$ cat config.mk
export PLATFORM = sky130hd
export DESIGN_NAME = wgt_timer_top
export DESIGN_NICKNAME = d
export VERILOG_FILES = /design/src/rtl/wgt_prescaler.v /design/src/rtl/wgt_timer_top.v
export VERILOG_INCLUDE_DIRS = /design/src /design/src/rtl
export SDC_FILE = /design/constraint.sdc
export NUM_CORES = 1
export LEC_CHECK = 0
export BUFFER_PORTS_ARGS = -buffer_cell sky130_fd_sc_hd__buf_2
export CAP_MARGIN = 20
export CORE_MARGIN = 2
export CORE_UTILIZATION = 55
export DETAILED_ROUTE_END_ITERATION = 8
export PLACE_DENSITY = 0.73
export SLEW_MARGIN = 15
export SYNTH_ARGS = -nofsm -noshare
export SYNTH_HDL_FRONTEND = slang
export SYNTH_SLANG_ARGS = --single-unit
$ cat constraint.sdc
create_clock -name clk_i -period 7.8 [get_ports clk_i]
set_input_delay 1.56 -clock clk_i [delete_from_list [all_inputs] [get_ports clk_i]]
set_output_delay 1.56 -clock clk_i [all_outputs]
set_load 0.02 [all_outputs]
$ cat src/rtl/wgt_timer_regs.vh
// Purpose: Register map, field positions and timing constants of the
//          wake-up and general purpose timer block.
// Assumes: 20 MHz system clock, APB with 32-bit data.
// Notes:   Register index = byte address / 4.
`ifndef WGT_TIMER_REGS_VH
`define WGT_TIMER_REGS_VH

// ============================================================
// Register indices
`define WGT_IDX_WAKE_INTERVAL_LOW   8'h30
`define WGT_IDX_AWAKE_HOLD_PERIOD   8'h31
`define WGT_IDX_GP_TIMER_CONFIG     8'h32
`define WGT_IDX_GP_TIMER_PRESCALE   8'h33
`define WGT_IDX_GP_TIMER_ONE_PERIOD 8'h34
`define WGT_IDX_GP_TIMER_TWO_PERIOD 8'h35
`define WGT_IDX_WAKE_CTRL           8'h40
`define WGT_IDX_WAKE_PRESCALE       8'h41
`define WGT_IDX_WAKE_INTERVAL_HIGH  8'h42
`define WGT_IDX_INT_STATUS          8'h48
`define WGT_IDX_INT_ENABLE          8'h49
`define WGT_IDX_INT_CLEAR           8'h4a

// ============================================================
// Reset values
`define WGT_RST_BYTE 8'h00
`define WGT_RST_NIB  4'h0

// ============================================================
// Field positions
`define WGT_CFG_ONE_RUN  0
`define WGT_CFG_ONE_SRC  1
`define WGT_CFG_TWO_RUN  4
`define WGT_CFG_TWO_SRC  5
`define WGT_CTL_WAKE_SRC 0
`define WGT_CTL_WAKE_EN  1
`define WGT_CTL_HOLD_EN  2
`define WGT_EV_WAKE      0
`define WGT_EV_HOLD      1
`define WGT_EV_ONE       2
`define WGT_EV_TWO       3

// ============================================================
// Prescaler encoding
`define WGT_PS_SHIFT_BASE 4'h6
`define WGT_GT_MAX_CODE   4'h9
`define WGT_WU_MAX_CODE   4'h7
`define WGT_GT_LIMIT_TOP  16'hffff
`define WGT_WU_LIMIT_TOP  16'h3fff

// ============================================================
// Timing
`define WGT_CLK_HZ      20000000
`define WGT_FAST_HZ     2000000
`define WGT_FAST_DIV    (`WGT_CLK_HZ / `WGT_FAST_HZ)
`define WGT_RC_DIV      610

`endif

$ cat src/rtl/wgt_prescaler.v
// Purpose: Divides a tick stream by the encoded prescale factor.
// Assumes: tick_i is a one-cycle pulse on clk_i.
// Notes:   Progress is held while run_i is low; clr_i restarts it.
`timescale 1ns/1ps
`include "wgt_timer_regs.vh"

module wgt_prescaler (
  // Clock and reset
  input wire clk_i,
  input wire arst_n_i,
  // Control
  input wire tick_i,
  input wire run_i,
  input wire clr_i,
  input wire gt_code_i,
  input wire [3:0] code_i,
  // Divided tick
  output reg tick_o
);

  reg [15:0] cnt_r;
  wire [15:0] limit;

  // ==========================================================
  // Terminal count of the divider
  function [15:0] wgt_limit;
    input [3:0] code;
    input gt;
    begin
      if (code == `WGT_RST_NIB) begin
        wgt_limit = 16'h0000;
      end else if ((gt && code <= `WGT_GT_MAX_CODE) ||
                   (!gt && code <= `WGT_WU_MAX_CODE)) begin
        wgt_limit = (16'h0001 << (code + `WGT_PS_SHIFT_BASE)) - 16'h0001;
      end else if (gt) begin
        wgt_limit = `WGT_GT_LIMIT_TOP;
      end else begin
        wgt_limit = `WGT_WU_LIMIT_TOP;
      end
    end
  endfunction

  assign limit = wgt_limit(code_i, gt_code_i);

  // ==========================================================
  // Divider
  always @(posedge clk_i or negedge arst_n_i) begin
    if (!arst_n_i) begin
      cnt_r <= 16'h0000;
      tick_o <= 1'b0;
    end else if (clr_i) begin
      cnt_r <= 16'h0000;
      tick_o <= 1'b0;
    end else begin
      tick_o <= 1'b0;
      if (run_i && tick_i) begin
        if (cnt_r >= limit) begin
          cnt_r <= 16'h0000;
          tick_o <= 1'b1;
        end else begin
          cnt_r <= cnt_r + 16'h0001;
        end
      end
    end
  end

endmodule // wgt_prescaler

$ cat src/rtl/wgt_timer_top.v
// Purpose: Wake-up timer, post-wake hold timer and two general purpose
//          timers behind an APB register file.
// Assumes: 20 MHz clk_i; external slow clock arrives asynchronously.
// Notes:   One wait state on every APB access.
//
// Design decision made here: register access over APB.
`timescale 1ns/1ps
`include "wgt_timer_regs.vh"

module wgt_timer_top #(
  parameter RC_DIV = `WGT_RC_DIV
) (
  // Clock and reset
  input wire clk_i,
  input wire arst_n_i,
  // APB slave
  input wire psel_i,
  input wire penable_i,
  input wire pwrite_i,
  input wire [11:0] paddr_i,
  input wire [31:0] pwdata_i,
  output reg [31:0] prdata_o,
  output reg pready_o,
  output reg pslverr_o,
  // External slow clock pin
  input wire external_slow_clock_in_i,
  // Events and status
  output reg irq_o,
  output reg wake_event_o,
  output reg awake_active_o,
  output reg timer_one_done_o,
  output reg timer_two_done_o
);

  localparam integer FAST_DIV_INT = `WGT_FAST_DIV - 1;
  localparam integer RC_DIV_INT = RC_DIV - 1;
  localparam [3:0] FAST_DIV_M1 = FAST_DIV_INT[3:0];
  localparam [15:0] RC_DIV_M1 = RC_DIV_INT[15:0];

  // ==========================================================
  // Registers
  reg [7:0] wake_interval_low_r;
  reg [7:0] wake_interval_high_r;
  reg [7:0] awake_hold_period_r;
  reg [7:0] gp_timer_config_r;
  reg [7:0] gp_timer_prescale_r;
  reg [7:0] gp_timer_one_period_r;
  reg [7:0] gp_timer_two_period_r;
  reg [7:0] wake_prescale_r;
  reg [2:0] wake_ctrl_r;
  reg [3:0] int_status_r;
  reg [3:0] int_enable_r;
  // Clock generation state
  reg ext_sync1_r;
  reg ext_sync2_r;
  reg ext_prev_r;
  reg [15:0] rc_cnt_r;
  reg rc_tick_r;
  reg [3:0] fast_cnt_r;
  reg fast_tick_r;
  // Timer state
  reg [15:0] wake_cnt_r;
  reg [7:0] hold_cnt_r;
  reg hold_active_r;
  reg [7:0] one_cnt_r;
  reg [7:0] two_cnt_r;

  // ==========================================================
  // Bus decode
  wire [7:0] idx = paddr_i[9:2];
  wire addr_ok_hi = (paddr_i[11:10] == 2'b00) && (paddr_i[1:0] == 2'b00);
  wire xfer_done = psel_i && penable_i && pready_o;
  wire wr_en = xfer_done && pwrite_i;
  wire wr_ok = wr_en && addr_ok_hi;
  wire [7:0] wbyte = pwdata_i[7:0];
  wire [31:0] rd_word;
  wire rd_hit;
  reg [7:0] rd_byte;
  reg rd_map;
  function wgt_reached;
    input [15:0] cnt;
    input [15:0] lim;
    begin
      wgt_reached = (cnt >= lim);
    end
  endfunction
  function [15:0] wgt_gt_lim;
    input [7:0] period;
    begin
      if (period == `WGT_RST_BYTE) begin
        wgt_gt_lim = 16'h0000;
      end else begin
        wgt_gt_lim = {8'h00, period - 8'h01};
      end
    end
  endfunction
  always @* begin
    rd_byte = `WGT_RST_BYTE;
    rd_map = 1'b1;
    case (idx)
      `WGT_IDX_WAKE_INTERVAL_LOW: rd_byte = wake_interval_low_r;
      `WGT_IDX_AWAKE_HOLD_PERIOD: rd_byte = awake_hold_period_r;
      `WGT_IDX_GP_TIMER_CONFIG: rd_byte = gp_timer_config_r;
      `WGT_IDX_GP_TIMER_PRESCALE: rd_byte = gp_timer_prescale_r;
      `WGT_IDX_GP_TIMER_ONE_PERIOD: rd_byte = gp_timer_one_period_r;
      `WGT_IDX_GP_TIMER_TWO_PERIOD: rd_byte = gp_timer_two_period_r;
      `WGT_IDX_WAKE_CTRL: rd_byte = {5'h00, wake_ctrl_r};
      `WGT_IDX_WAKE_PRESCALE: rd_byte = wake_prescale_r;
      `WGT_IDX_WAKE_INTERVAL_HIGH: rd_byte = wake_interval_high_r;
      `WGT_IDX_INT_STATUS: rd_byte = {4'h0, int_status_r};
      `WGT_IDX_INT_ENABLE: rd_byte = {4'h0, int_enable_r};
      `WGT_IDX_INT_CLEAR: rd_byte = `WGT_RST_BYTE;
      default: rd_map = 1'b0;
    endcase
  end

  assign rd_hit = rd_map && addr_ok_hi;
  assign rd_word = {24'h000000, rd_byte};

  // ==========================================================
  // APB answer: one wait state, data and error registered
  always @(posedge clk_i or negedge arst_n_i) begin
    if (!arst_n_i) begin
      pready_o <= 1'b0;
      pslverr_o <= 1'b0;
      prdata_o <= 32'h00000000;
    end else begin
      pready_o <= psel_i && penable_i && !pready_o;
      pslverr_o <= psel_i && penable_i && !pready_o && !rd_hit;
      if (psel_i && penable_i && !pready_o) begin
        prdata_o <= (rd_hit && !pwrite_i) ? rd_word : 32'h00000000;
      end
    end
  end

  // ==========================================================
  // Clock sources
  // Slow pin synchroniser, then edge detect on the second stage
  always @(posedge clk_i or negedge arst_n_i) begin
    if (!arst_n_i) begin
      ext_sync1_r <= 1'b0;
      ext_sync2_r <= 1'b0;
      ext_prev_r <= 1'b0;
    end else begin
      ext_sync1_r <= external_slow_clock_in_i;
      ext_sync2_r <= ext_sync1_r;
      ext_prev_r <= ext_sync2_r;
    end
  end

  // On-chip RC oscillator stand-in
  always @(posedge clk_i or negedge arst_n_i) begin
    if (!arst_n_i) begin
      rc_cnt_r <= 16'h0000;
      rc_tick_r <= 1'b0;
    end else if (rc_cnt_r >= RC_DIV_M1) begin
      rc_cnt_r <= 16'h0000;
      rc_tick_r <= 1'b1;
    end else begin
      rc_cnt_r <= rc_cnt_r + 16'h0001;
      rc_tick_r <= 1'b0;
    end
  end

  // 2 MHz tick
  always @(posedge clk_i or negedge arst_n_i) begin
    if (!arst_n_i) begin
      fast_cnt_r <= 4'h0;
      fast_tick_r <= 1'b0;
    end else if (fast_cnt_r >= FAST_DIV_M1) begin
      fast_cnt_r <= 4'h0;
      fast_tick_r <= 1'b1;
    end else begin
      fast_cnt_r <= fast_cnt_r + 4'h1;
      fast_tick_r <= 1'b0;
    end
  end

  wire ext_tick = ext_sync2_r && !ext_prev_r;
  wire wake_src_rc = wake_ctrl_r[`WGT_CTL_WAKE_SRC];
  wire wake_tick = wake_src_rc ? rc_tick_r : ext_tick;
  wire one_src = gp_timer_config_r[`WGT_CFG_ONE_SRC] ? fast_tick_r
                                                     : wake_tick;
  wire two_src = gp_timer_config_r[`WGT_CFG_TWO_SRC] ? fast_tick_r
                                                     : wake_tick;

  // ==========================================================
  // Prescalers
  wire wake_en = wake_ctrl_r[`WGT_CTL_WAKE_EN];
  wire one_run = gp_timer_config_r[`WGT_CFG_ONE_RUN];
  wire two_run = gp_timer_config_r[`WGT_CFG_TWO_RUN];
  wire wake_ps_tick;
  wire hold_ps_tick;
  wire one_ps_tick;
  wire two_ps_tick;
  wire wake_to;
  wire hold_to;
  wire one_to;
  wire two_to;
  wgt_prescaler u_wake_ps (
    .clk_i(clk_i),
    .arst_n_i(arst_n_i),
    .tick_i(wake_tick),
    .run_i(wake_en),
    .clr_i(!wake_en),
    .gt_code_i(1'b0),
    .code_i(wake_prescale_r[3:0]),
    .tick_o(wake_ps_tick)
  );
  wgt_prescaler u_hold_ps (
    .clk_i(clk_i),
    .arst_n_i(arst_n_i),
    .tick_i(wake_tick),
    .run_i(hold_active_r),
    .clr_i(!hold_active_r),
    .gt_code_i(1'b0),
    .code_i(wake_prescale_r[7:4]),
    .tick_o(hold_ps_tick)
  );
  wgt_prescaler u_one_ps (
    .clk_i(clk_i),
    .arst_n_i(arst_n_i),
    .tick_i(one_src),
    .run_i(one_run),
    .clr_i(one_to),
    .gt_code_i(1'b1),
    .code_i(gp_timer_prescale_r[3:0]),
    .tick_o(one_ps_tick)
  );
  wgt_prescaler u_two_ps (
    .clk_i(clk_i),
    .arst_n_i(arst_n_i),
    .tick_i(two_src),
    .run_i(two_run),
    .clr_i(two_to),
    .gt_code_i(1'b1),
    .code_i(gp_timer_prescale_r[7:4]),
    .tick_o(two_ps_tick)
  );
  wire [15:0] wake_lim = {wake_interval_high_r, wake_interval_low_r};
  assign wake_to = wake_en && wake_ps_tick &&
                   wgt_reached(wake_cnt_r, wake_lim);
  assign hold_to = hold_active_r && hold_ps_tick &&
                   wgt_reached({8'h00, hold_cnt_r},
                               {8'h00, awake_hold_period_r});
  assign one_to = one_run && one_ps_tick &&
                  wgt_reached({8'h00, one_cnt_r},
                              wgt_gt_lim(gp_timer_one_period_r));
  assign two_to = two_run && two_ps_tick &&
                  wgt_reached({8'h00, two_cnt_r},
                              wgt_gt_lim(gp_timer_two_period_r));

  // ==========================================================
  // Period counters; paused GP timers hold their count; wake and hold counters clear when off
  always @(posedge clk_i or negedge arst_n_i) begin
    if (!arst_n_i) begin
      wake_cnt_r <= 16'h0000;
      hold_cnt_r <= `WGT_RST_BYTE;
      hold_active_r <= 1'b0;
      one_cnt_r <= `WGT_RST_BYTE;
      two_cnt_r <= `WGT_RST_BYTE;
    end else begin
      if (!wake_en || wake_to) begin
        wake_cnt_r <= 16'h0000;
      end else if (wake_ps_tick) begin
        wake_cnt_r <= wake_cnt_r + 16'h0001;
      end
      if (hold_to) begin
        hold_active_r <= 1'b0;
      end else if (wake_to && wake_ctrl_r[`WGT_CTL_HOLD_EN]) begin
        hold_active_r <= 1'b1;
      end
      if (!hold_active_r || hold_to) begin
        hold_cnt_r <= `WGT_RST_BYTE;
      end else if (hold_ps_tick) begin
        hold_cnt_r <= hold_cnt_r + 8'h01;
      end
      if (one_to) begin
        one_cnt_r <= `WGT_RST_BYTE;
      end else if (one_run && one_ps_tick) begin
        one_cnt_r <= one_cnt_r + 8'h01;
      end
      if (two_to) begin
        two_cnt_r <= `WGT_RST_BYTE;
      end else if (two_run && two_ps_tick) begin
        two_cnt_r <= two_cnt_r + 8'h01;
      end
    end
  end

  // ==========================================================
  // Software registers
  wire [7:0] cfg_after_to = gp_timer_config_r &
    ~({7'h00, one_to} << `WGT_CFG_ONE_RUN) &
    ~({7'h00, two_to} << `WGT_CFG_TWO_RUN);

  always @(posedge clk_i or negedge arst_n_i) begin
    if (!arst_n_i) begin
      wake_interval_low_r <= `WGT_RST_BYTE;
      wake_interval_high_r <= `WGT_RST_BYTE;
      awake_hold_period_r <= `WGT_RST_BYTE;
      gp_timer_config_r <= `WGT_RST_BYTE;
      gp_timer_prescale_r <= `WGT_RST_BYTE;
      gp_timer_one_period_r <= `WGT_RST_BYTE;
      gp_timer_two_period_r <= `WGT_RST_BYTE;
      wake_prescale_r <= `WGT_RST_BYTE;
      wake_ctrl_r <= 3'b000;
      int_enable_r <= `WGT_RST_NIB;
    end else begin
      // A write in the time-out cycle wins: software restarts
      gp_timer_config_r <= cfg_after_to;
      if (wr_ok) begin
        case (idx)
          `WGT_IDX_WAKE_INTERVAL_LOW: wake_interval_low_r <= wbyte;
          `WGT_IDX_WAKE_INTERVAL_HIGH: wake_interval_high_r <= wbyte;
          `WGT_IDX_AWAKE_HOLD_PERIOD: awake_hold_period_r <= wbyte;
          `WGT_IDX_GP_TIMER_CONFIG: gp_timer_config_r <= wbyte;
          `WGT_IDX_GP_TIMER_PRESCALE: gp_timer_prescale_r <= wbyte;
          `WGT_IDX_GP_TIMER_ONE_PERIOD: gp_timer_one_period_r <= wbyte;
          `WGT_IDX_GP_TIMER_TWO_PERIOD: gp_timer_two_period_r <= wbyte;
          `WGT_IDX_WAKE_PRESCALE: wake_prescale_r <= wbyte;
          `WGT_IDX_WAKE_CTRL: wake_ctrl_r <= wbyte[2:0];
          `WGT_IDX_INT_ENABLE: int_enable_r <= wbyte[3:0];
          default: ;
        endcase
      end
    end
  end

  // ==========================================================
  // Interrupt status: new events win over a clear
  wire [3:0] events = {two_to, one_to, hold_to, wake_to};
  wire [3:0] clr_mask = (wr_ok && idx == `WGT_IDX_INT_CLEAR) ? wbyte[3:0]
                                                            : 4'h0;

  always @(posedge clk_i or negedge arst_n_i) begin
    if (!arst_n_i) begin
      int_status_r <= `WGT_RST_NIB;
      irq_o <= 1'b0;
      wake_event_o <= 1'b0;
      awake_active_o <= 1'b0;
      timer_one_done_o <= 1'b0;
      timer_two_done_o <= 1'b0;
    end else begin
      int_status_r <= (int_status_r & ~clr_mask) | events;
      irq_o <= |(int_status_r & int_enable_r);
      wake_event_o <= events[`WGT_EV_WAKE];
      awake_active_o <= hold_active_r;
      timer_one_done_o <= events[`WGT_EV_ONE];
      timer_two_done_o <= events[`WGT_EV_TWO];
    end
  end

endmodule // wgt_timer_top

==> impl_results.md <==
* Status: complete, no violations
* Min-Delay Path Depth at 0
* Hpwl dp at 25,900 um
* I/O pins at 89
* Hold Vio Cnt, Final at 0
* Setup TNS at 0 ns
* Ys flop type: dfrtp_1
* Fillers at 2,323
* Crit. End Element: flip-flop
* Post-Synthesis Cells at 1,747
* Core area at 0.0270 sq mm
* VDD IR max at 0.202 mV
* Cell Area, Synth at 0.0152 sq mm
* Iteration-0 DRC Markers at 1,186
* Post-synth EDFFs at 0
* RR Startpoint: gp_timer_prescale_r[5]$_DFFE_PN0P_
* Post-Route Skew at 0.0103 ns
* Number of global-route vias before repair at 12,002
* Final #Nets at 1,944
* Register area at 0.00561 sq mm
* Die span in y at 170 um
* P&R area growth vs syn at 8.85%
* Crit start category: flip-flop
* Final ANT Viol Nets at 0
* Warnings, synthesis at 0
* DRT Pass-1 Iters at 5
* Multi-input logic area at 0.00893 sq mm
* CP required at 8.22 ns
* Max cap viols at 0
* Post-CTS sizing at 0
* Worst-path clk slew at 0.06 ns
* Sequential fraction of the synthesis area at 0.368
* Clk buf depth at 3
* Fin crit share at 0.776
* Yosys cell types at 79
* CP max FO at 21
* Largest net degree at the start of global routing at 93
* Post-Syn Area per Cell at 8.71 sq um
* Tightest Hold Check Type: flip-flop to flip-flop
* Post-CTS setup buffers at 0
* Tmin final at 6.05 ns
* Routability congestion estimate at 0.903
* Layout cells sized above 1 at 0.0999
* Hold Startpoint: ext_sync1_r$_DFF_PN0_
* Die outline width at 170 um
* Routed wire per std cell at 17.1 um
* Post-CTS Hold Buffers at 0
* # rows at 60
* Fmax at 165 MHz
* TritonCTS clock tree: built
* FF-to-FF setup slack at 1.75 ns
* CTS Sinks at 224
* Worst reg2reg path endpoint: u_two_ps.cnt_r[5]$_DFFE_PN0P_
* Hold Slack at 0.348 ns
* DR vias at 12,936
* Hold endpoint: ext_sync2_r$_DFF_PN0_
* Clk_lat worst skew at 0.54 ns
* Die ar. at 0.0290 sq mm
* Grt total ovfl at 0
* Pleak at 7.49 nW
* Worst Tran Pin Value at 0.985 ns
* Final wirelength at 36,300 um
* Power per cell area at 157 mW/mm^2
* Data arrival, critical path at 6.47 ns
* Reg2Reg Depth at 15
* Antenna violations before repair at 1
* Buffers on Ports at 40
* Depth of the CTS H-tree at 1
* First-pass GRT wire length at 60,200 um
* Slew Limit Fails at 0
* #FFs+latches synth at 224
* Gr usage total at 0.253
* Async SR Flop Fraction at 1.00
* Final setup fails at 0
* Kind of critical path: flip-flop to flip-flop
* Slew headroom at 0.338
* RSZ-0062 raised after global routing: false
* Vias per Instance at 6.09
* Initial Utilization at 0.563
* Drt drc at 0
* Root buf cell: clkbuf_16
* Num CTS Buffers at 27
==> cell usage after synthesis (11+ instances only) <==
cell	count	area, sq um
nand2_1	233	875
dfrtp_1	224	5610
ha_1	133	1660
nor2_1	123	462
o21ai_0	120	601
a21oi_1	103	515
inv_1	87	327
nand3_1	77	385
clkbuf_1	55	206
mux2_2	55	619
nand4_1	36	225
nor3_1	32	160
a31oi_1	31	194
nand2b_1	30	188
and3_1	29	181
xor2_1	27	236
buf_4	24	180
o31ai_1	21	158
xnor2_1	20	175
mux2i_1	17	170
and2_1	16	100
o211ai_1	16	120
nor2b_1	13	81.3
or2_2	13	81.3
a21o_1	12	90.1
o21a_1	12	90.1
o311ai_0	12	105
buf_2	11	55.1
nor4_1	11	68.8
==> report_power, final <==
group / leakage (nW) / internal [W] / switching (W)
registers: 3.06 / 0.00117 / 0.00000124
clock network: 0.464 / 0.000841 / 0.000513
logic: 3.97 / 0.0000164 / 0.0000665
==> per-stage QoR <==
step | utilization | area (sq um) | worst slack (ns) | cells | total power [W]
final | 0.613 | 16600 | 1.75 | 2124 | 0.00260
after global routing | 0.613 | 16600 | 1.19 | 2123 | 0.00268
after CTS | 0.611 | 16500 | 1.88 | 2119 | 0.00262
after detailed placement | 0.575 | 15600 | 1.83 | 2069 | 0.00127
after global placement | 0.575 | 15500 | 1.98 | 2068 | 0.00127
after floorplan | - | 15300 | 3.47 | 1777 | 0.00123
==> kinds of logic (layout without fill, tap and decap cells) <==
family,count (synthesis),in the layout,share of synthesized area
simple gates,659,659,0.210
compound gates,425,425,0.179
flops,224,224,0.368
buf+inv,184,189,0.0523
fa+ha+maj,133,133,0.109
mux,73,73,0.0534
xor+xnor,47,47,0.0271
other cells,2,33,0.000494
==> state kept, by name, indices dropped and copies added, names as in the netlist, 8 cells and up <==
name	flops
gp_timer_one_period_r	8
u_two_ps.cnt_r	16
hold_cnt_r	8
prdata_o	8
one_cnt_r	8
wake_prescale_r	8
wake_interval_low_r	8
awake_hold_period_r	8
two_cnt_r	8
rc_cnt_r	16
gp_timer_config_r	8
gp_timer_prescale_r	8
u_one_ps.cnt_r	16
gp_timer_two_period_r	8
wake_cnt_r	16
wake_interval_high_r	8
u_wake_ps.cnt_r	16
u_hold_ps.cnt_r	16
==> how the worst max path moves through the flow <==
stage | cells past startpoint | end | slack (ns) | startpoint
5_1_grt | 15 | u_two_ps.cnt_r[3]$_DFFE_PN0P_ | 1.19 | gp_timer_prescale_r[5]$_DFFE_PN0P_
6_report | 15 | u_two_ps.cnt_r[5]$_DFFE_PN0P_ | 1.75 | gp_timer_prescale_r[5]$_DFFE_PN0P_
2_1_floorplan | 19 | u_one_ps.cnt_r[11]$_DFFE_PN0P_ | 3.47 | gp_timer_prescale_r[1]$_DFFE_PN0P_
4_1_cts | 15 | u_two_ps.cnt_r[5]$_DFFE_PN0P_ | 1.88 | gp_timer_prescale_r[5]$_DFFE_PN0P_
3_3_place_gp | 15 | u_two_ps.cnt_r[3]$_DFFE_PN0P_ | 1.98 | gp_timer_prescale_r[5]$_DFFE_PN0P_
3_5_place_dp | 15 | u_two_ps.cnt_r[5]$_DFFE_PN0P_ | 1.83 | gp_timer_prescale_r[5]$_DFFE_PN0P_
==> cells in the final DEF (no fill, tap or decap), types with 27 or more instances in the layout <==
cell type    n
nand2b_1    30
nand4_1     36
conb_1      32
nor3_1      32
nor2_1     123
nand2_1    233
xor2_1      27
nand3_1     77
a31oi_1     31
dfrtp_1    224
o21ai_0    120
a21oi_1    102
inv_1       87
clkbuf_16   27
mux2_2      55
and3_1      29
ha_1       133
buf_2       39
==> layout make-up <==
class	instances	share of cell area
sequential	224	0.339
clock inverter	13	0.0122
antenna	1	0.000151
tap	341	0.0258
timing repair buffer	51	0.0183
multi-input combinational	1369	0.540
clock buffer	37	0.0455
inverter	88	0.0199
==> critical path, cell delays in order, from the launching register on <==
cell and delay (ns):
dfrtp_1 0.62, clkinv_1 0.35, ha_1 0.38, xor2_1 0.61, nand3_1 0.15, ha_1 0.47
o41ai_1 0.44, a21oi_1 0.08, o21a_1 0.15, ha_1 0.28, and3_1 0.19, o21ai_1 0.11
a311oi_1 0.14, nor4_4 0.88, nand2_1 0.57, o311ai_0 0.48
==> layer usage <==
layer,part of all wire,routed length (um),track usage,vias up
li1,-,-,-,6305
met1,0.45,16500,0.351,6163
met2,0.46,16600,0.410,382
met3,0.051,1850,0.0333,86
met4,0.036,1320,0.0881,0
met5,0,0,0,-
Power figures use the tool's default switching activity.
